### config.mk
export PLATFORM = sky130hd
export DESIGN_NAME = srt_top
export DESIGN_NICKNAME = d
export VERILOG_FILES = /design/src/common/srt_pkg.sv /design/src/common/srt_cal_if.sv /design/src/rtl/srt_calendar.sv /design/src/rtl/srt_top.sv
export SDC_FILE = /design/constraint.sdc
export NUM_CORES = 1
export LEC_CHECK = 0
export BUFFER_PORTS_ARGS = -buffer_cell sky130_fd_sc_hd__buf_2
export CAP_MARGIN = 30
export CORE_ASPECT_RATIO = 0.75
export CORE_MARGIN = 8
export CORE_UTILIZATION = 50
export CTS_CLUSTER_SIZE = 25
export DETAILED_ROUTE_END_ITERATION = 8
export PLACE_DENSITY = 0.68
export RECOVER_POWER = 100
export SLEW_MARGIN = 20
export SYNTH_ARGS = -nofsm -noshare
export SYNTH_HDL_FRONTEND = slang
export SYNTH_SLANG_ARGS = --single-unit
### constraint.sdc
create_clock -name i_sys_clk -period 3 [get_ports i_sys_clk]
set_input_delay 0 -clock i_sys_clk [delete_from_list [all_inputs] [get_ports i_sys_clk]]
set_output_delay 0 -clock i_sys_clk [all_outputs]
set_load 0.05 [all_outputs]
### src/common/srt_pkg.sv
// package: frame layout, timing counts and reset values for the serial clock block
package srt_pkg;
  localparam int          SRT_FRAME_W      = 52;
  localparam int          SRT_CNT_W        = 6;
  localparam logic [5:0]  SRT_LAST_BIT     = 6'h33;
  localparam logic [5:0]  SRT_FRAME_BITS   = 6'h34;
  // field lsb positions inside the frame
  localparam int          SRT_SEC_LSB      = 0;
  localparam int          SRT_MIN_LSB      = 8;
  localparam int          SRT_HOUR_LSB     = 16;
  localparam int          SRT_WDAY_LSB     = 24;
  localparam int          SRT_DAY_LSB      = 28;
  localparam int          SRT_MON_LSB      = 36;
  localparam int          SRT_YEAR_LSB     = 44;
  localparam int          SRT_LV_POS       = 7;
  localparam int          SRT_TM_POS       = 43;
  // calendar reset values
  localparam logic [6:0]  SRT_SEC_RST      = 7'h00;
  localparam logic [6:0]  SRT_MIN_RST      = 7'h00;
  localparam logic [5:0]  SRT_HOUR_RST     = 6'h00;
  localparam logic [2:0]  SRT_WDAY_RST     = 3'h1;
  localparam logic [5:0]  SRT_DAY_RST      = 6'h01;
  localparam logic [4:0]  SRT_MON_RST      = 5'h01;
  localparam logic [7:0]  SRT_YEAR_RST     = 8'h00;
  // timing
  localparam int          SRT_SYS_CLK_HZ   = 40_000_000;
  localparam int          SRT_SUB_HZ       = 128;
  localparam int          SRT_TICK_DIV_DEF = SRT_SYS_CLK_HZ / SRT_SUB_HZ;
  localparam int          SRT_TICK_W       = 19;
  localparam int          SRT_FREQ_OUTPUT_DLY_US  = 15600;
  localparam logic [6:0]  SRT_FREQ_OUTPUT_DLY     = 7'((SRT_FREQ_OUTPUT_DLY_US * SRT_SUB_HZ + 500_000) / 1_000_000);
  localparam int          SRT_LV_PERIOD_MS = 500;
  localparam logic [5:0]  SRT_LV_LAST      = 6'((SRT_LV_PERIOD_MS * SRT_SUB_HZ) / 1000 - 1);
  localparam logic [6:0]  SRT_SUB_LAST     = 7'h7f;
  // avalon register map, byte addresses
  localparam logic [3:0]  SRT_REG_STATUS   = 4'h0;
  localparam logic [3:0]  SRT_REG_CTRL     = 4'h4;
  localparam logic [3:0]  SRT_REG_TIME_LO  = 4'h8;
  localparam logic [3:0]  SRT_REG_TIME_HI  = 4'hc;
  localparam int          SRT_CTRL_FOE     = 0;
  localparam logic        SRT_CTRL_FOE_RST = 1'b1;

  function automatic logic [7:0] srt_bcd_inc(input logic [7:0] v);
    if (v[3:0] == 4'h9) begin
      return {v[7:4] + 4'h1, 4'h0};
    end
    return {v[7:4], v[3:0] + 4'h1};
  endfunction : srt_bcd_inc

  function automatic logic [5:0] srt_month_days(input logic [4:0] mon, input logic [7:0] year);
    logic leap;
    leap = (~year[4] & (year[3:0] == 4'h0 || year[3:0] == 4'h4 || year[3:0] == 4'h8)) |
           (year[4] & (year[3:0] == 4'h2 || year[3:0] == 4'h6));
    if (mon == 5'h02) begin
      return leap ? 6'h29 : 6'h28;
    end
    if (mon == 5'h04 || mon == 5'h06 || mon == 5'h09 || mon == 5'h11) begin
      return 6'h30;
    end
    return 6'h31;
  endfunction : srt_month_days
endpackage : srt_pkg

### src/common/srt_cal_if.sv
// interface: link between serial access logic and the timekeeping counters
`timescale 1ns/10ps
interface srt_cal_if;
  logic        tick;
  logic        load;
  logic [51:0] load_frame;
  logic [51:0] frame;
  modport ctl (output tick, output load, output load_frame, input frame);
  modport cal (input tick, input load, input load_frame, output frame);
endinterface : srt_cal_if

### src/rtl/srt_calendar.sv
// bcd time and calendar counters with parallel load
`timescale 1ns/10ps
module srt_calendar import srt_pkg::*; (
  // clock and reset
  input  wire logic i_sys_clk,
  input  wire logic i_rstn,
  // access side
  srt_cal_if.cal    cif
);
  logic [6:0] sec;
  logic [6:0] min;
  logic [5:0] hour;
  logic [2:0] wday;
  logic [5:0] day;
  logic [4:0] mon;
  logic       test_bit;
  logic [7:0] year;
  logic [7:0] next_sec;
  logic [7:0] next_min;
  logic [7:0] next_hour;
  logic [7:0] next_day;
  logic [7:0] next_mon;
  logic [7:0] next_year;
  logic       sec_w;
  logic       min_w;
  logic       hour_w;
  logic       day_w;
  logic       mon_w;

  always_comb begin
    next_sec  = srt_bcd_inc({1'b0, sec});
    next_min  = srt_bcd_inc({1'b0, min});
    next_hour = srt_bcd_inc({2'b0, hour});
    next_day  = srt_bcd_inc({2'b0, day});
    next_mon  = srt_bcd_inc({3'b0, mon});
    next_year = srt_bcd_inc(year);
    sec_w     = (sec == 7'h59);
    min_w     = sec_w & (min == 7'h59);
    hour_w    = min_w & (hour == 6'h23);
    day_w     = hour_w & (day == srt_month_days(mon, year));
    mon_w     = day_w & (mon == 5'h12);
  end

  always_ff @(posedge i_sys_clk or negedge i_rstn) begin
    if (!i_rstn) begin
      sec      <= SRT_SEC_RST;
      min      <= SRT_MIN_RST;
      hour     <= SRT_HOUR_RST;
      wday     <= SRT_WDAY_RST;
      day      <= SRT_DAY_RST;
      mon      <= SRT_MON_RST;
      test_bit <= 1'b0;
      year     <= SRT_YEAR_RST;
    end else if (cif.load) begin
      sec      <= cif.load_frame[SRT_SEC_LSB +: 7];
      min      <= cif.load_frame[SRT_MIN_LSB +: 7];
      hour     <= cif.load_frame[SRT_HOUR_LSB +: 6];
      wday     <= cif.load_frame[SRT_WDAY_LSB +: 3];
      day      <= cif.load_frame[SRT_DAY_LSB +: 6];
      mon      <= cif.load_frame[SRT_MON_LSB +: 5];
      test_bit <= cif.load_frame[SRT_TM_POS];
      year     <= cif.load_frame[SRT_YEAR_LSB +: 8];
    end else if (cif.tick) begin
      sec <= sec_w ? 7'h00 : next_sec[6:0];
      if (sec_w) begin
        min <= min_w ? 7'h00 : next_min[6:0];
      end
      if (min_w) begin
        hour <= hour_w ? 6'h00 : next_hour[5:0];
      end
      if (hour_w) begin
        wday <= (wday == 3'h7) ? 3'h1 : wday + 3'h1;
        day  <= day_w ? 6'h01 : next_day[5:0];
      end
      if (day_w) begin
        mon <= mon_w ? 5'h01 : next_mon[4:0];
      end
      if (mon_w) begin
        year <= (year == 8'h99) ? 8'h00 : next_year;
      end
    end
  end

  // unused frame bits read as zero; low-voltage slot is filled by the access logic
  assign cif.frame = {year, test_bit, 2'b00, mon, 2'b00, day, 1'b0, wday, 2'b00, hour, 1'b0, min, 1'b0, sec};
endmodule : srt_calendar

### src/rtl/srt_top.sv
// serial three-wire time and calendar access with divider, frequency output and avalon status port
//
// Decided for this implementation: register access over Avalon-MM and the register addresses.
`timescale 1ns/10ps
module srt_top import srt_pkg::*; #(
  parameter int TICK_DIV = SRT_TICK_DIV_DEF
) (
  // clock and reset
  input  wire logic        i_sys_clk,
  input  wire logic        i_rstn,
  // serial host pins
  input  wire logic        i_access_en,
  input  wire logic        i_write_sel,
  input  wire logic        i_serial_clk,
  input  wire logic        i_data,
  output logic             o_data,
  output logic             o_data_oe,
  // supply monitor and frequency output
  input  wire logic        i_supply_low,
  output logic             o_freq_output,
  // avalon-mm slave
  input  wire logic [3:0]  i_avs_address,
  input  wire logic        i_avs_read,
  input  wire logic        i_avs_write,
  input  wire logic [31:0] i_avs_writedata,
  input  wire logic [3:0]  i_avs_byteenable,
  output logic [31:0]      o_avs_readdata,
  output logic             o_avs_waitrequest
);
  srt_cal_if cif ();

  // pin synchronisers
  logic [1:0]             ce_s;
  logic [1:0]             wr_s;
  logic [1:0]             sclk_s;
  logic [1:0]             din_s;
  logic [1:0]             vlow_s;
  logic                   sclk_d;
  logic                   ce;
  logic                   rd_mode;
  logic                   wr_mode;
  logic                   sclk_rise;
  logic                   sclk_fall;
  // serial state
  logic [SRT_CNT_W-1:0]   bit_cnt;
  logic [SRT_FRAME_W-1:0] shreg;
  logic [SRT_FRAME_W-1:0] snap;
  logic                   lv_flag;
  logic                   load;
  logic [SRT_FRAME_W-1:0] load_frame;
  // divider state
  logic [SRT_TICK_W-1:0]  tick_cnt;
  logic                   sub_tick;
  logic [6:0]             sub_cnt;
  logic [6:0]             freq_output_phase;
  logic                   div_hold;
  logic                   carry_hold;
  logic                   sec_carry;
  logic                   freq_out;
  // registers
  logic                   foe;
  logic                   ack;
  logic                   bus_req;
  logic [31:0]            rdata;
  logic [31:0]            next_rdata;

  always_ff @(posedge i_sys_clk or negedge i_rstn) begin
    if (!i_rstn) begin
      ce_s   <= 2'b00;
      wr_s   <= 2'b00;
      sclk_s <= 2'b00;
      din_s  <= 2'b00;
      vlow_s <= 2'b00;
      sclk_d <= 1'b0;
    end else begin
      ce_s   <= {ce_s[0], i_access_en};
      wr_s   <= {wr_s[0], i_write_sel};
      sclk_s <= {sclk_s[0], i_serial_clk};
      din_s  <= {din_s[0], i_data};
      vlow_s <= {vlow_s[0], i_supply_low};
      sclk_d <= sclk_s[1];
    end
  end

  assign ce        = ce_s[1];
  assign rd_mode   = ce & ~wr_s[1];
  assign wr_mode   = ce & wr_s[1];
  assign sclk_rise = sclk_s[1] & ~sclk_d;
  assign sclk_fall = ~sclk_s[1] & sclk_d;

  // bit counter saturates at the frame length
  always_ff @(posedge i_sys_clk or negedge i_rstn) begin
    if (!i_rstn) begin
      bit_cnt <= '0;
    end else if (!ce) begin
      bit_cnt <= '0;
    end else if (sclk_rise && bit_cnt != SRT_FRAME_BITS) begin
      bit_cnt <= bit_cnt + 6'h01;
    end
  end

  // the snapshot is taken once, so a carry mid-read only costs at most one second
  assign snap = {cif.frame[SRT_FRAME_W-1:SRT_LV_POS+1], lv_flag, cif.frame[SRT_LV_POS-1:0]};

  always_ff @(posedge i_sys_clk or negedge i_rstn) begin
    if (!i_rstn) begin
      shreg <= '0;
    end else if (sclk_rise && rd_mode) begin
      if (bit_cnt == '0) begin
        shreg <= snap;
      end else if (bit_cnt != SRT_FRAME_BITS) begin
        shreg <= {1'b0, shreg[SRT_FRAME_W-1:1]};
      end
    end else if (sclk_rise && wr_mode && bit_cnt != SRT_FRAME_BITS) begin
      shreg <= {din_s[1], shreg[SRT_FRAME_W-1:1]};
    end
  end

  // commit only on the final bit; an aborted write never reaches the counters
  always_ff @(posedge i_sys_clk or negedge i_rstn) begin
    if (!i_rstn) begin
      load       <= 1'b0;
      load_frame <= '0;
    end else begin
      load <= sclk_rise & wr_mode & (bit_cnt == SRT_LAST_BIT);
      if (sclk_rise && wr_mode && bit_cnt == SRT_LAST_BIT) begin
        load_frame <= {din_s[1], shreg[SRT_FRAME_W-1:1]};
      end
    end
  end

  assign cif.load       = load;
  assign cif.load_frame = load_frame;

  // low-voltage flag: set beats clear when both land together
  always_ff @(posedge i_sys_clk or negedge i_rstn) begin
    if (!i_rstn) begin
      lv_flag <= 1'b0;
    end else begin
      if (sclk_rise && rd_mode && bit_cnt == SRT_LAST_BIT) begin
        lv_flag <= 1'b0;
      end
      if (load) begin
        lv_flag <= load_frame[SRT_LV_POS];
      end
      if (sub_tick && sub_cnt[5:0] == SRT_LV_LAST && vlow_s[1]) begin
        lv_flag <= 1'b1;
      end
    end
  end

  // 128 Hz prescaler keeps running through a write, giving the +0 / -7.8 ms phase
  always_ff @(posedge i_sys_clk or negedge i_rstn) begin
    if (!i_rstn) begin
      tick_cnt <= '0;
      sub_tick <= 1'b0;
    end else if (tick_cnt == SRT_TICK_W'(TICK_DIV - 1)) begin
      tick_cnt <= '0;
      sub_tick <= 1'b1;
    end else begin
      tick_cnt <= tick_cnt + 19'h00001;
      sub_tick <= 1'b0;
    end
  end

  always_ff @(posedge i_sys_clk or negedge i_rstn) begin
    if (!i_rstn) begin
      div_hold <= 1'b0;
    end else if (!ce || sclk_rise) begin
      div_hold <= 1'b0;
    end else if (sclk_fall && wr_mode && bit_cnt == 6'h01) begin
      div_hold <= 1'b1;
    end
  end

  always_ff @(posedge i_sys_clk or negedge i_rstn) begin
    if (!i_rstn) begin
      carry_hold <= 1'b0;
    end else if (!ce) begin
      carry_hold <= 1'b0;
    end else if (sclk_fall && wr_mode && bit_cnt == 6'h01) begin
      carry_hold <= 1'b1;
    end
  end

  always_ff @(posedge i_sys_clk or negedge i_rstn) begin
    if (!i_rstn) begin
      sub_cnt <= '0;
    end else if (div_hold || (sclk_fall && wr_mode && bit_cnt == 6'h01)) begin
      sub_cnt <= '0;
    end else if (sub_tick) begin
      sub_cnt <= sub_cnt + 7'h01;
    end
  end

  assign sec_carry = sub_tick & (sub_cnt == SRT_SUB_LAST) & ~div_hold;
  assign cif.tick  = sec_carry & ~carry_hold;

  // internal 1 Hz is high in the second half; the output lags it by two sub ticks
  assign freq_output_phase = sub_cnt - SRT_FREQ_OUTPUT_DLY;

  always_ff @(posedge i_sys_clk or negedge i_rstn) begin
    if (!i_rstn) begin
      freq_out <= 1'b0;
    end else begin
      freq_out <= foe & freq_output_phase[6];
    end
  end

  assign o_freq_output = freq_out;

  // data pin is driven only while reading
  always_ff @(posedge i_sys_clk or negedge i_rstn) begin
    if (!i_rstn) begin
      o_data    <= 1'b0;
      o_data_oe <= 1'b0;
    end else begin
      o_data    <= shreg[0];
      o_data_oe <= rd_mode;
    end
  end

  srt_calendar u_calendar (
    .i_sys_clk (i_sys_clk),
    .i_rstn    (i_rstn),
    .cif       (cif.cal)
  );

  // avalon slave: one wait state, answer on the following edge
  assign bus_req           = i_avs_read | i_avs_write;
  assign o_avs_waitrequest = bus_req & ~ack;
  assign o_avs_readdata    = rdata;

  always_comb begin
    next_rdata = 32'h0000_0000;
    unique case (i_avs_address)
      SRT_REG_STATUS:  next_rdata = {22'h000000, bit_cnt, carry_hold, lv_flag, wr_mode, ce};
      SRT_REG_CTRL:    next_rdata = {31'h00000000, foe};
      SRT_REG_TIME_LO: next_rdata = snap[31:0];
      SRT_REG_TIME_HI: next_rdata = {12'h000, snap[SRT_FRAME_W-1:32]};
      default:         next_rdata = 32'h0000_0000;
    endcase
  end

  always_ff @(posedge i_sys_clk or negedge i_rstn) begin
    if (!i_rstn) begin
      ack   <= 1'b0;
      rdata <= '0;
    end else begin
      ack <= bus_req & ~ack;
      if (i_avs_read && !ack) begin
        rdata <= next_rdata;
      end
    end
  end

  always_ff @(posedge i_sys_clk or negedge i_rstn) begin
    if (!i_rstn) begin
      foe <= SRT_CTRL_FOE_RST;
    end else if (i_avs_write && ack && i_avs_address == SRT_REG_CTRL && i_avs_byteenable[0]) begin
      foe <= i_avs_writedata[SRT_CTRL_FOE];
    end
  end
endmodule : srt_top

Word level (Yosys, flattened, before mapping)
Index checks and enable logic that the tools add are counted.
{"block": "word_totals", "reg_bits": 232, "latchBits": 0, "mem_bits_rw": 0, "mem_bits_ro": 0, "input_bits": 49, "output_inout_bits": 36, "word_cells": 238, "n_memories": 0}
{"block": "classes", "addsub": 17, "multipliers": 0, "div_mod_pow": 0, "order_cmp": 0, "eq_ne": 34, "shifts": 0, "n_mux": 70, "n_bitwise": 26, "n_reduce_logical": 55}
{"operator": "2-to-1 mux 52 bit", "count": 4}
{"operator": "case mux 32 bit (4 select lines)", "count": 1}
{"operator": "2-to-1 mux 6 bit", "count": 18}
{"operator": "2-to-1 mux 7 bit", "count": 13}
{"operator": "2-to-1 mux 8 bit", "count": 6}
{"operator": "equality test 4 bit, second input constant", "count": 9}
{"operator": "2-to-1 mux 5 bit", "count": 6}
{"operator": "adder 4 x 1 -> 4 bit, second input constant", "count": 7}
{"operator": "equality test 7 bit, second input constant", "count": 3}
{"operator": "nonzero test 3 bit", "count": 7}
{"operator": "adder 19 x 1 -> 19 bit, second input constant", "count": 1}
{"operator": "equality test 19 bit, second input constant", "count": 1}
{"operator": "2-to-1 mux 19 bit", "count": 1}
{"operator": "equality test 6 bit, second input constant", "count": 3}
{"operator": "nonzero test 2 bit", "count": 9}
{"operator": "AND 1 bit", "count": 17}
{"operator": "2-to-1 mux 1 bit", "count": 17}
{"operator": "AND reduction 3 bit", "count": 5}
{"operator": "logical AND 1 bit", "count": 14}
{"operator": "AND reduction 2 bit", "count": 7}
{"operator": "equality test 4 x 3 -> 1 bit, second input constant", "count": 3}
{"operator": "2-to-1 mux 3 bit", "count": 4}
{"operator": "equality test 5 x 3 -> 1 bit, second input constant", "count": 2}
{"operator": "equality test 5 bit, second input constant", "count": 2}
{"operator": "other kinds (22)", "count": 42}

Logic depth before layout (Yosys ltp)
Gate-level depths: netlist of the first run.
{"block": "logic_depth", "ltp_word": 17, "ltp_mapped": 10}

By module
Synthesis of the first run repeated with hierarchy kept, for this count alone.
{"block": "unflattened", "hier_cells": 1091, "area_unflattened_um2": 11118.2}
{"module": "srt_top", "instances": 1, "cells_each": 736, "area_each_um2": 8107.8, "seq_area_each_um2": 4730.8}
{"module": "srt_calendar", "instances": 1, "cells_each": 355, "area_each_um2": 3010.4, "seq_area_each_um2": 1079.8}

Worst setup path before layout of the first run
OpenSTA, ideal clock, no wires.
{"block": "synth_path", "kind": "register to register", "start": "register u_calendar.sec[1]", "end": "register u_calendar.year[3]", "setup_ps": 120, "t_arrival_ps": 2584, "required_ps": 2880, "path_slack_ps": 296, "stages_incl_launch_ff": 11, "period_less_slack_ps": 2704, "path_cell_list": "dfrtp_1 -> inv_1 -> ha_1 -> nand3b_1 -> nor4_4 -> and3_1 -> buf_2 -> or4b_1 -> buf_2 -> or3_1 -> a31o_1"}
{"block": "synth_between", "elab_chain_len": 7}
{"element": "start, declared", "line": "srt_calendar.sv:10", "source": "logic [6:0] sec;"}
{"element": "start signal, assigned", "line": "srt_calendar.sv:55", "source": "sec <= cif.load_frame[SRT_SEC_LSB +: 7];"}
{"element": "start signal, assigned", "line": "srt_calendar.sv:64", "source": "sec <= sec_w ? 7'h00 : next_sec[6:0];"}
{"element": "equality test 7 bit", "line": "srt_calendar.sv:37", "source": "sec_w = (sec == 7'h59);"}
{"element": "AND 1 bit", "line": "srt_calendar.sv:38", "source": "min_w = sec_w & (min == 7'h59);"}
{"element": "AND 1 bit", "line": "srt_calendar.sv:39", "source": "hour_w = min_w & (hour == 6'h23);"}
{"element": "AND 1 bit", "line": "srt_calendar.sv:40", "source": "day_w = hour_w & (day == srt_month_days(mon, year));"}
{"element": "AND 1 bit", "line": "srt_calendar.sv:41", "source": "mon_w = day_w & (mon == 5'h12);"}
{"element": "nonzero test 2 bit (no source line)"}
{"element": "AND reduction 2 bit (no source line)"}
{"element": "end signal, assigned", "line": "srt_calendar.sv:62", "source": "year <= cif.load_frame[SRT_YEAR_LSB +: 8];"}
{"element": "end signal, assigned", "line": "srt_calendar.sv:79", "source": "year <= (year == 8'h99) ? 8'h00 : next_year;"}
{"element": "end, declared", "line": "srt_calendar.sv:17", "source": "logic [7:0] year;"}
No other way between the ends.
A chain may end at the register's enable or synchronous reset.

Final worst setup path of the first run
{"block": "layout_path", "start": "register u_calendar.hour[0]", "end": "register u_calendar.year[2]"}
{"block": "layout_between", "elab_chain_len": 6}
{"element": "start, declared", "line": "srt_calendar.sv:12", "source": "logic [5:0] hour;"}
{"element": "start signal, assigned", "line": "srt_calendar.sv:57", "source": "hour <= cif.load_frame[SRT_HOUR_LSB +: 6];"}
{"element": "start signal, assigned", "line": "srt_calendar.sv:69", "source": "hour <= hour_w ? 6'h00 : next_hour[5:0];"}
{"element": "equality test 6 bit", "line": "srt_calendar.sv:39"}
{"element": "AND 1 bit", "line": "srt_calendar.sv:39"}
{"element": "AND 1 bit", "line": "srt_calendar.sv:40"}
{"element": "AND 1 bit", "line": "srt_calendar.sv:41"}
{"element": "nonzero test 2 bit (no source line)"}
{"element": "AND reduction 2 bit (no source line)"}
No other way between the ends.

==> run metrics, run 1 <==
status=finished with violations; failing checks=max-capacitance violations, max-slew violations; Reg clk slew, reported paths=roughly 60 ps; CTS Buffer Depth=3; vias in the first global route=between 7000 and 8000; DR iter-0 viols=698; Leak Pwr=approximately 5.3 nW; worst hold margin=between 60 and 70 ps; biggest cell delay along the critical path=approximately 490 ps; post-synthesis cell area=0.01042 mm2; Area growth syn-to-layout=13.96%; largest net degree at the start of global routing=92; die area=around 0.026 mm2; clock skew=approximately 17 ps; worst slew pin tran=2347 ps; Antenna diodes=0; crit end category=register; max-slew violations=about 130; Hold Vio Cnt, Final=0; CTS Buf Count=23; setup TNS=0 ps; Yosys warning total=0; CTS Sinks=approximately 220; Initial DRT Pass Iterations=5; worst hold-check path type=primary input to register; synth top area cells=dfrtp_1 (52%), nand2_1 (6.6%), mux2_2 (5.2%); H-tree depth=1; Hold Crit Depth=5; CP startpoint kind=register; headroom to the max-slew limit=-0.5648; non-filler cells in the finished layout=about 1400; Crit path max-delay family=simple AND/OR/NAND/NOR gates; CP bufs+invs=1; Std-Cell Rows=45; worst setup margin=179.7 ps; CP max-delay cell=dfrtp_1; RSZ-0062 raised after global routing=no; fin util=0.5840; DRC Markers=0; Post-DP HPWL=roughly 17000 um; Seq/Total Area, Yosys=0.5314; Overflow after GRT=0; R2R cell count=8; #FFs+latches synth=between 200 and 250; cell count after placement=between 1000 and 1500; pre-CTS setup slack=roughly 170 ps; post-synth top area share=0.5213; top-count cell post-synth=dfrtp_1; total track usage=0.1988; fill cell count=1779; initial antenna violation count=0; final antenna-violating net count=0; Vias/cell=roughly 5.6; Routed WL=~25000 um; CP Data Arrival Time=between 3000 and 4000 ps; via count=~8000; Hold Crit Start=i_avs_address[3]; Max Cap Viol=2; Setup violations, final=0; Power Dens Cells=561.4 mW/mm2; Ports=85; Syn Inst Count=around 1100; CP required=approximately 3400 ps; Hold Path Sink=o_avs_readdata[8]; RR Endpoint=u_calendar.year[2]; nets@finish=about 1200; Die H=~140 um; post-synth cell types=74; top cells by count, synth=dfrtp_1 (217), nand2_1 (183), nor2_1 (92); register-to-register setup slack=about 180 ps; initial core utilization=0.5125; VDD IR max=about 380 uV; asr flop ratio synth=1.000; critical path class=register to register; Routed WL per cell=18.01 um; number of synthesized flops with an enable pin=0; worst-path cell chain=ha_1, nor4bb_1, clkbuf_1, and4bb_2, o211ai_1, nor4_1, xnor2_1, mux2_2; IO Port Bufs=between 40 and 50; R2R Path Start=u_calendar.hour[0]; Syn Area/Cell=slightly below 10 um2; period utilization=0.9401; Worst Path Max Fanout=7; Die X=182.7 um; first-pass GRT wire length=41750 um; Core Area=around 0.02 mm2; Worst-Skew Late Latency=roughly 520 ps; Most used DFF post-synth=dfrtp_1; Tmin final=2820 ps; layout cells sized above 1=0.1294; CTS tree=done; gp weighted congestion=0.8494; Max Freq=354.6 MHz; Yosys top cell by area=dfrtp_1; CTS root buffer=clkbuf_16
==> tightest hold or removal path: stages <==
cell	delay, ps
buf_2	130
nand2_1	70
nor2_2	90
a21oi_1	160
o21ai_0	80
==> logic make-up after synthesis <==
logic type,share of synthesized area
xor gates and xnor gates,0.02691
DFF,0.5314
AOI/OAI and AO/OA,0.1296
other,0.0003600
adders and majority gates,0.02643
muxes,0.06246
buffers and inverters,0.03279
and+or+nand+nor,0.1900
==> state kept, by name, indices dropped and copies added (netlist names), 7 cells and up <==
signal           count
cif.load_frame      44
o_avs_readdata      29
shreg               52
sub_cnt              7
tick_cnt            19
u_calendar.min       7
u_calendar.sec       7
u_calendar.year      8
==> routing by layer <==
metal / GRT usage / wire, um
met5: 0 / 0
met4: 0.04692 / 440
met3: 0.03697 / 1647
met2: 0.2823 / 10660
met1: 0.3061 / 12660
==> placed cells by master, fill, tap and decap left out, types with 6 or more instances in the layout <==
cell / n
dlygate4sd3_1: 12
o21ai_0: 67
nor4_1: 8
a31oi_1: 38
nor3b_1: 9
nand3_1: 21
a22oi_1: 15
nand2_1: 183
xnor2_1: 22
or3_1: 11
buf_2: 11
inv_1: 19
mux2i_1: 11
buf_4: 23
nand4_1: 13
dfrtp_1: 217
ha_1: 22
nand2b_1: 7
nor3_1: 17
and2_0: 7
a21oi_1: 47
xor2_1: 10
clkbuf_1: 45
clkbuf_16: 23
nor2_1: 91
nor2b_1: 12
a22o_1: 6
mux2_2: 48
and3_1: 7
==> how the worst max path moves through the flow <==
stage	start	end	slack, ps	cells after the start
2_1_floorplan	u_calendar.sec[1]	u_calendar.year[3]	300	10
5_1_grt	u_calendar.hour[0]	u_calendar.year[7]	50	9
4_1_cts	u_calendar.sec[1]	u_calendar.year[3]	170	8
3_3_place_gp	u_calendar.sec[1]	u_calendar.year[3]	200	8
6_report	u_calendar.hour[0]	u_calendar.year[2]	180	8
3_5_place_dp	u_calendar.sec[1]	u_calendar.year[3]	170	8
==> final cells by class <==
type	count	area, um2	area share
Multi-Input combinational cell	749	4549	0.3833
Timing Repair Buffer	96	609.3	0.05133
Sequential cell	221	5535	0.4663
Tap cell	282	352.8	0.02972
Clock buffer	31	645.6	0.05439
Inverter	20	75.07	0.006324
Clock inverter	11	102.6	0.008643
==> report_power, final <==
group / total (mW) / internal [mW] / switching, mW
combinational: 0.479 / 0.181 / 0.298
clock: 2.83 / 1.62 / 1.21
sequential: 3.36 / 3.19 / 0.168
total: 6.66 / 4.99 / 1.68
==> timing repair <==
| action | in CTS | in global routing |
|---|---|---|
| endpoints found under the setup margin | 0 | 2 |
| hold endpoints to repair | 97 | 0 |
| resized for setup | 0 | 2 |
| setup buffers | 0 | 0 |
| hold buffers | 12 | 0 |
==> stage by stage <==
stage | cell area [um2] | total power, mW
after global placement | 11110 | 3.862
after detailed placement | 11110 | 3.881
after global routing | 11870 | 6.933
after CTS | 11980 | 6.723
after floorplan | 10420 | 3.672
final | 11870 | 6.664
No activity file was read; power rests on OpenSTA's default activity.
==> run 2: changes to the inputs <==
--- a/config.mk
+++ b/config.mk
@@ -7,12 +7,13 @@
 export LEC_CHECK = 0
 export BUFFER_PORTS_ARGS = -buffer_cell sky130_fd_sc_hd__buf_2
 export CAP_MARGIN = 30
-export CORE_ASPECT_RATIO = 0.75
+export CELL_PAD_IN_SITES_DETAIL_PLACEMENT = 1
+export CELL_PAD_IN_SITES_GLOBAL_PLACEMENT = 1
 export CORE_MARGIN = 8
-export CORE_UTILIZATION = 50
+export CORE_UTILIZATION = 47
 export CTS_CLUSTER_SIZE = 25
 export DETAILED_ROUTE_END_ITERATION = 8
-export PLACE_DENSITY = 0.68
+export PLACE_DENSITY_LB_ADDON = 0.1
 export RECOVER_POWER = 100
 export SLEW_MARGIN = 20
 export SYNTH_ARGS = -nofsm -noshare
==> run metrics, run 2 (synthesis gave the netlist of run 1 again) <==
status=finished with violations; failing checks=max-capacitance violations, max-slew violations; DR iter-0 viols=between 500 and 600; total power=slightly above 7 mW; CTS root buffer=clkbuf_16; CTS tree=done; initial core utilization=0.4773; largest register by flop count=shreg; VDD IR max=between 300 and 400 uV; worst hold-check path type=primary input to register; Leak Pwr=around 5.4 nW; largest net degree at the start of global routing=a little over 80; headroom to the max-slew limit=-0.4496; Initial DRT Pass Iterations=4; via count=between 8000 and 9000; Overflow after GRT=0; Hold Vio Cnt, Final=0; Tmin final=2772 ps; fin util=0.5489; Max Cap Viol=1; max reg flops=52; CTS Buf Count=25; setup bufs post-CTS=0; Ports=85; most frequent cells in the layout=dfrtp_1 (216), nand2_1 (183), nor2_1 (91), o21ai_0 (67), mux2_2 (48); IO Port Bufs=47; CP Data Arrival Time=3180 ps; Power Dens Cells=~590 mW/mm2; clock skew=about 17 ps; Routed WL per cell=slightly above 20 um; gp weighted congestion=0.8133; Worst Path Max Fanout=7; Routed WL=slightly below 30000 um; Die H=between 150 and 200 um; Die X=around 160 um; Reg clk slew, reported paths=~60 ps; critical path class=register to register; layout cells sized above 1=0.1359; max-slew violations=80; Setup violations, final=0; Std-Cell Rows=54; setup TNS=0 ps; CP startpoint kind=register; Area growth syn-to-layout=15.00%; vias in the first global route=approximately 8600; Antenna diodes=0; Core Area=0.02182 mm2; Post-DP HPWL=19210 um; Max Freq=~360 MHz; CTS Sinks=between 200 and 250; die area=between 0.02 and 0.03 mm2; DRC Markers=0; final antenna-violating net count=0; CTS Buffer Depth=3; nets@finish=approximately 1200; worst hold margin=a little under 70 ps; commonest non-fill, non-tap cell in the layout=dfrtp_1; Worst-Skew Late Latency=~530 ps; total track usage=0.2189; initial antenna violation count=0; Vias/cell=5.732; first-pass GRT wire length=roughly 48000 um; RSZ-0062 raised after global routing=no; CP required=about 3400 ps; worst slew pin tran=2174 ps; H-tree depth=1; period utilization=0.9240; crit end category=register
==> run 2: cell types whose count changed in the layout (fill, tap and decap cells not counted), sizes merged, moves of 2 or more <==
| cell | change |
|---|---|
| clkbuf | +8 |
| buf | +2 |
| bufinv | +2 |
| clkinvlp | -2 |
| dlygate4sd3 | -2 |
| inv | -2 |
==> run 2: where the power goes <==
group | internal (mW) | switching, mW | total (mW)
clock network | 1.96 | 1.23 | 3.20
logic | 0.178 | 0.311 | 0.489
registers | 3.19 | 0.164 | 3.35
total | 5.33 | 1.71 | 7.04
==> run 2: path summary, 6_finish.rpt <==
kind | endpoint | cells after the start | slack, ps | startpoint
setup / recovery | u_calendar.year[3] | 7 | 230 | sub_cnt[1]
hold / removal | o_avs_readdata[3] | 5 | 70 | i_avs_address[0]
setup reg to reg | u_calendar.year[3] | 7 | 230 | sub_cnt[1]
hold reg to reg | vlow_s[1] | 0 | 350 | vlow_s[0]
max in group asynchronous | cif.load_frame[6] | 3 | 580 | i_rstn
min in group asynchronous | sub_cnt[5] | 2 | 630 | i_rstn
==> run 2: area by class of cell <==
cell class	instances	area, um2
clock buffers	38	744.5
clock inverters	8	118.9
fillers	2437	9844
inverters	20	75.07
multi-input cells	749	4574
flip-flops and latches	221	5537
well taps	280	350.3
repair buffers	97	579.3
==> run 2: repair_timing <==
| item | 4_1_cts | 5_1_grt |
|---|---|---|
| setup endpoints to repair | 0 | 5 |
| resized for setup | 0 | 3 |
| hold buffers | 10 | 0 |
| endpoints found under the hold margin | 116 | 0 |
==> run 2: through the flow <==
| stage | instance area, um2 | setup WS (ps) | cells |
|---|---|---|---|
| CTS | 12080 | 95.68 | 1413 |
| floorplan | 10420 | 296.5 | 1054 |
| global placement | 11120 | 231.5 | 1357 |
| global route | 11980 | 46.24 | 1413 |
| finish | 11980 | 228.1 | 1413 |
| detailed placement | 11120 | 127.8 | 1357 |
==> run 2: worst max-delay path, stage by stage, from the launching register on <==
cell     delay (ps)
dfrtp_1         390
ha_1            220
nand3_1         130
nor3b_1         460
and3_1          330
or4b_4          550
or3_1           370
a31o_1          210
==> run 2: metal layers <==
metal	share of wire	up-vias	routed length, um	global-route usage
li1	-	3799	-	-
met1	0.46	4133	13460	0.2971
met2	0.47	124	13560	0.3601
met3	0.045	44	1300	0.03166
met4	0.023	0	655	0.06102
met5	0	-	0	0
==> run 3: changes to the inputs <==
--- a/config.mk
+++ b/config.mk
@@ -10,7 +10,7 @@
 export CELL_PAD_IN_SITES_DETAIL_PLACEMENT = 1
 export CELL_PAD_IN_SITES_GLOBAL_PLACEMENT = 1
 export CORE_MARGIN = 8
-export CORE_UTILIZATION = 47
+export CORE_UTILIZATION = 50
 export CTS_CLUSTER_SIZE = 25
 export DETAILED_ROUTE_END_ITERATION = 8
 export PLACE_DENSITY_LB_ADDON = 0.1
==> constraint.sdc (replaced) <==
create_clock -name i_sys_clk -period 3.26 [get_ports i_sys_clk]
set_input_delay 0 -clock i_sys_clk [delete_from_list [all_inputs] [get_ports i_sys_clk]]
set_output_delay 0 -clock i_sys_clk [all_outputs]
set_load 0.05 [all_outputs]
==> run metrics, run 3 (synthesis gave the netlist of run 1 again) <==
Antenna diodes=0; post-CTS sizing=0; largest net degree at the start of global routing=84; Core Area=roughly 0.021 mm2; Initial DRT Pass Iterations=5; Worst Path Max Fanout=between 40 and 50; CTS Buffer Depth=3; final antenna-violating net count=0; Clock power frac=0.452; max reg flops=52; critical path class=register to register; nets@finish=about 1200; max-slew violations=roughly 130; largest register by flop count=shreg; worst hold-check path type=primary input to register; DR iter-0 viols=494; period utilization=0.9415; Crit path depth=5; total track usage=0.2231; CP Data Arrival Time=about 3500 ps; via count=~8100; setup TNS=0 ps; Overflow after GRT=0; CTS tree=done; Std-Cell Rows=53; Post-DP HPWL=18680 um; CTS root buffer=clkbuf_16; VDD IR max=around 340 uV; Hold Vio Cnt, Final=0; Final Cell Area=between 0.01 and 0.015 mm2; Reg power frac=0.478; IO Port Bufs=between 40 and 50; status=finished with violations; Vias/cell=5.803; gp weighted congestion=0.8058; register area=0.005535 mm2; crit end category=register; CP bufs+invs=2; Ports=85; Die H=roughly 160 um; CTS Buf Count=25; area occupied by multi-input gates=around 0.0046 mm2; Crit path max-delay family=buffers and inverters; Max Cap Viol=2; CP startpoint kind=register; dpl cell area=0.01100 mm2; Tmin final=3069 ps; initial antenna violation count=0; die area=around 0.026 mm2; CTS Sinks=221; biggest cell delay along the critical path=790 ps; NetSw=between 1.5 and 2 mW; vias in the first global route=between 8000 and 9000; Reg clk slew, reported paths=70 ps; headroom to the max-slew limit=-0.4062; Setup violations, final=0; DRC Markers=0; Logic pwr share=0.070; Power Dens Cells=roughly 550 mW/mm2; fill cell count=roughly 2300; initial core utilization=0.5018; sw frac=0.2525; first-pass GRT wire length=between 40000 and 50000 um; worst-path cell chain=clkbuf_1, nand2_1, or3_2, clkbuf_2, mux2_1; Int Pwr=approximately 4.8 mW; worst slew pin tran=around 2100 ps; RSZ-0062 raised after global routing=no; Routed WL per cell=between 20 and 25 um; commonest non-fill, non-tap cell in the layout=dfrtp_1; CP max-delay cell=clkbuf_2; most frequent cells in the layout=dfrtp_1 (217), nand2_1 (183), nor2_1 (91), o21ai_0 (67); layout cells sized above 1=0.1238; Max Freq=approximately 330 MHz; CTS Hold Bufs=10; Leak Pwr=around 5.3 nW; R2R cell count=5; Area growth syn-to-layout=13.68%; Worst-Skew Late Latency=~530 ps; failing checks=max-capacitance violations, max-slew violations; CP required=between 3000 and 4000 ps; Hold Crit Depth=5; Die X=between 150 and 200 um; clock skew=around 22 ps; worst hold margin=between 40 and 50 ps; setup bufs post-CTS=0; H-tree depth=1; total power=about 6.5 mW; Routed WL=28390 um
-- run 3: cell count changes in the layout (fill, tap and decap cells not counted), sizes merged --
cell | before | now
clkinv | 5 | 7
inv | 20 | 22
clkbuf | 85 | 83
clkinvlp | 0 | 2
buf | 40 | 26
-- run 3: power groups by stage --
stage | clock network (mW) | registers, mW | logic [mW]
after floorplan | 0 | 3.10 | 0.278
after global placement | 0 | 3.12 | 0.425
after detailed placement | 0 | 3.13 | 0.447
after CTS | 2.96 | 3.09 | 0.467
after global routing | 3.06 | 3.11 | 0.517
final | 2.92 | 3.09 | 0.451
-- run 3: final timing paths --
check / end / start / slack (ps)
hold reg to reg: ce_s[1] / ce_s[0] / 350
max in group asynchronous: shreg[14] / i_rstn / 620
setup / recovery: cif.load_frame[17] / ce_s[1] / 190
hold / removal: o_avs_readdata[2] / i_avs_address[0] / 40
min in group asynchronous: tick_cnt[11] / i_rstn / 630
setup reg to reg: cif.load_frame[17] / ce_s[1] / 190
-- run 3: layout make-up --
type / count / share of cell area
flip-flops and latches: 221 / 0.4675
clock buffers: 32 / 0.05759
repair buffers: 87 / 0.04131
clock inverters: 14 / 0.01395
multi-input cells: 749 / 0.3843
well taps: 275 / 0.02906
inverters: 20 / 0.006340
-- run 3: stage by stage --
step | utilization | instances | setup slack [ps]
final | 0.5705 | 1398 | 190.7
after global routing | 0.5705 | 1398 | 98.36
after CTS | 0.5757 | 1397 | 336.8
after detailed placement | 0.5301 | 1341 | 361.5
after global placement | 0.5301 | 1341 | 394.4
after floorplan | - | 1054 | 556.5
-- run 3: tightest hold or removal path: cells and delay by family --
family	cells	cell delay (ps)
and+or+nand+nor	1	50
AOI/OAI and AO/OA	2	220
buffers and inverters	2	260
-- run 3: metal layers --
layer	global-route usage	routed length (um)
met5	0	0
met4	0.05480	488
met3	0.03276	1139
met2	0.3694	13590
met1	0.3041	13160
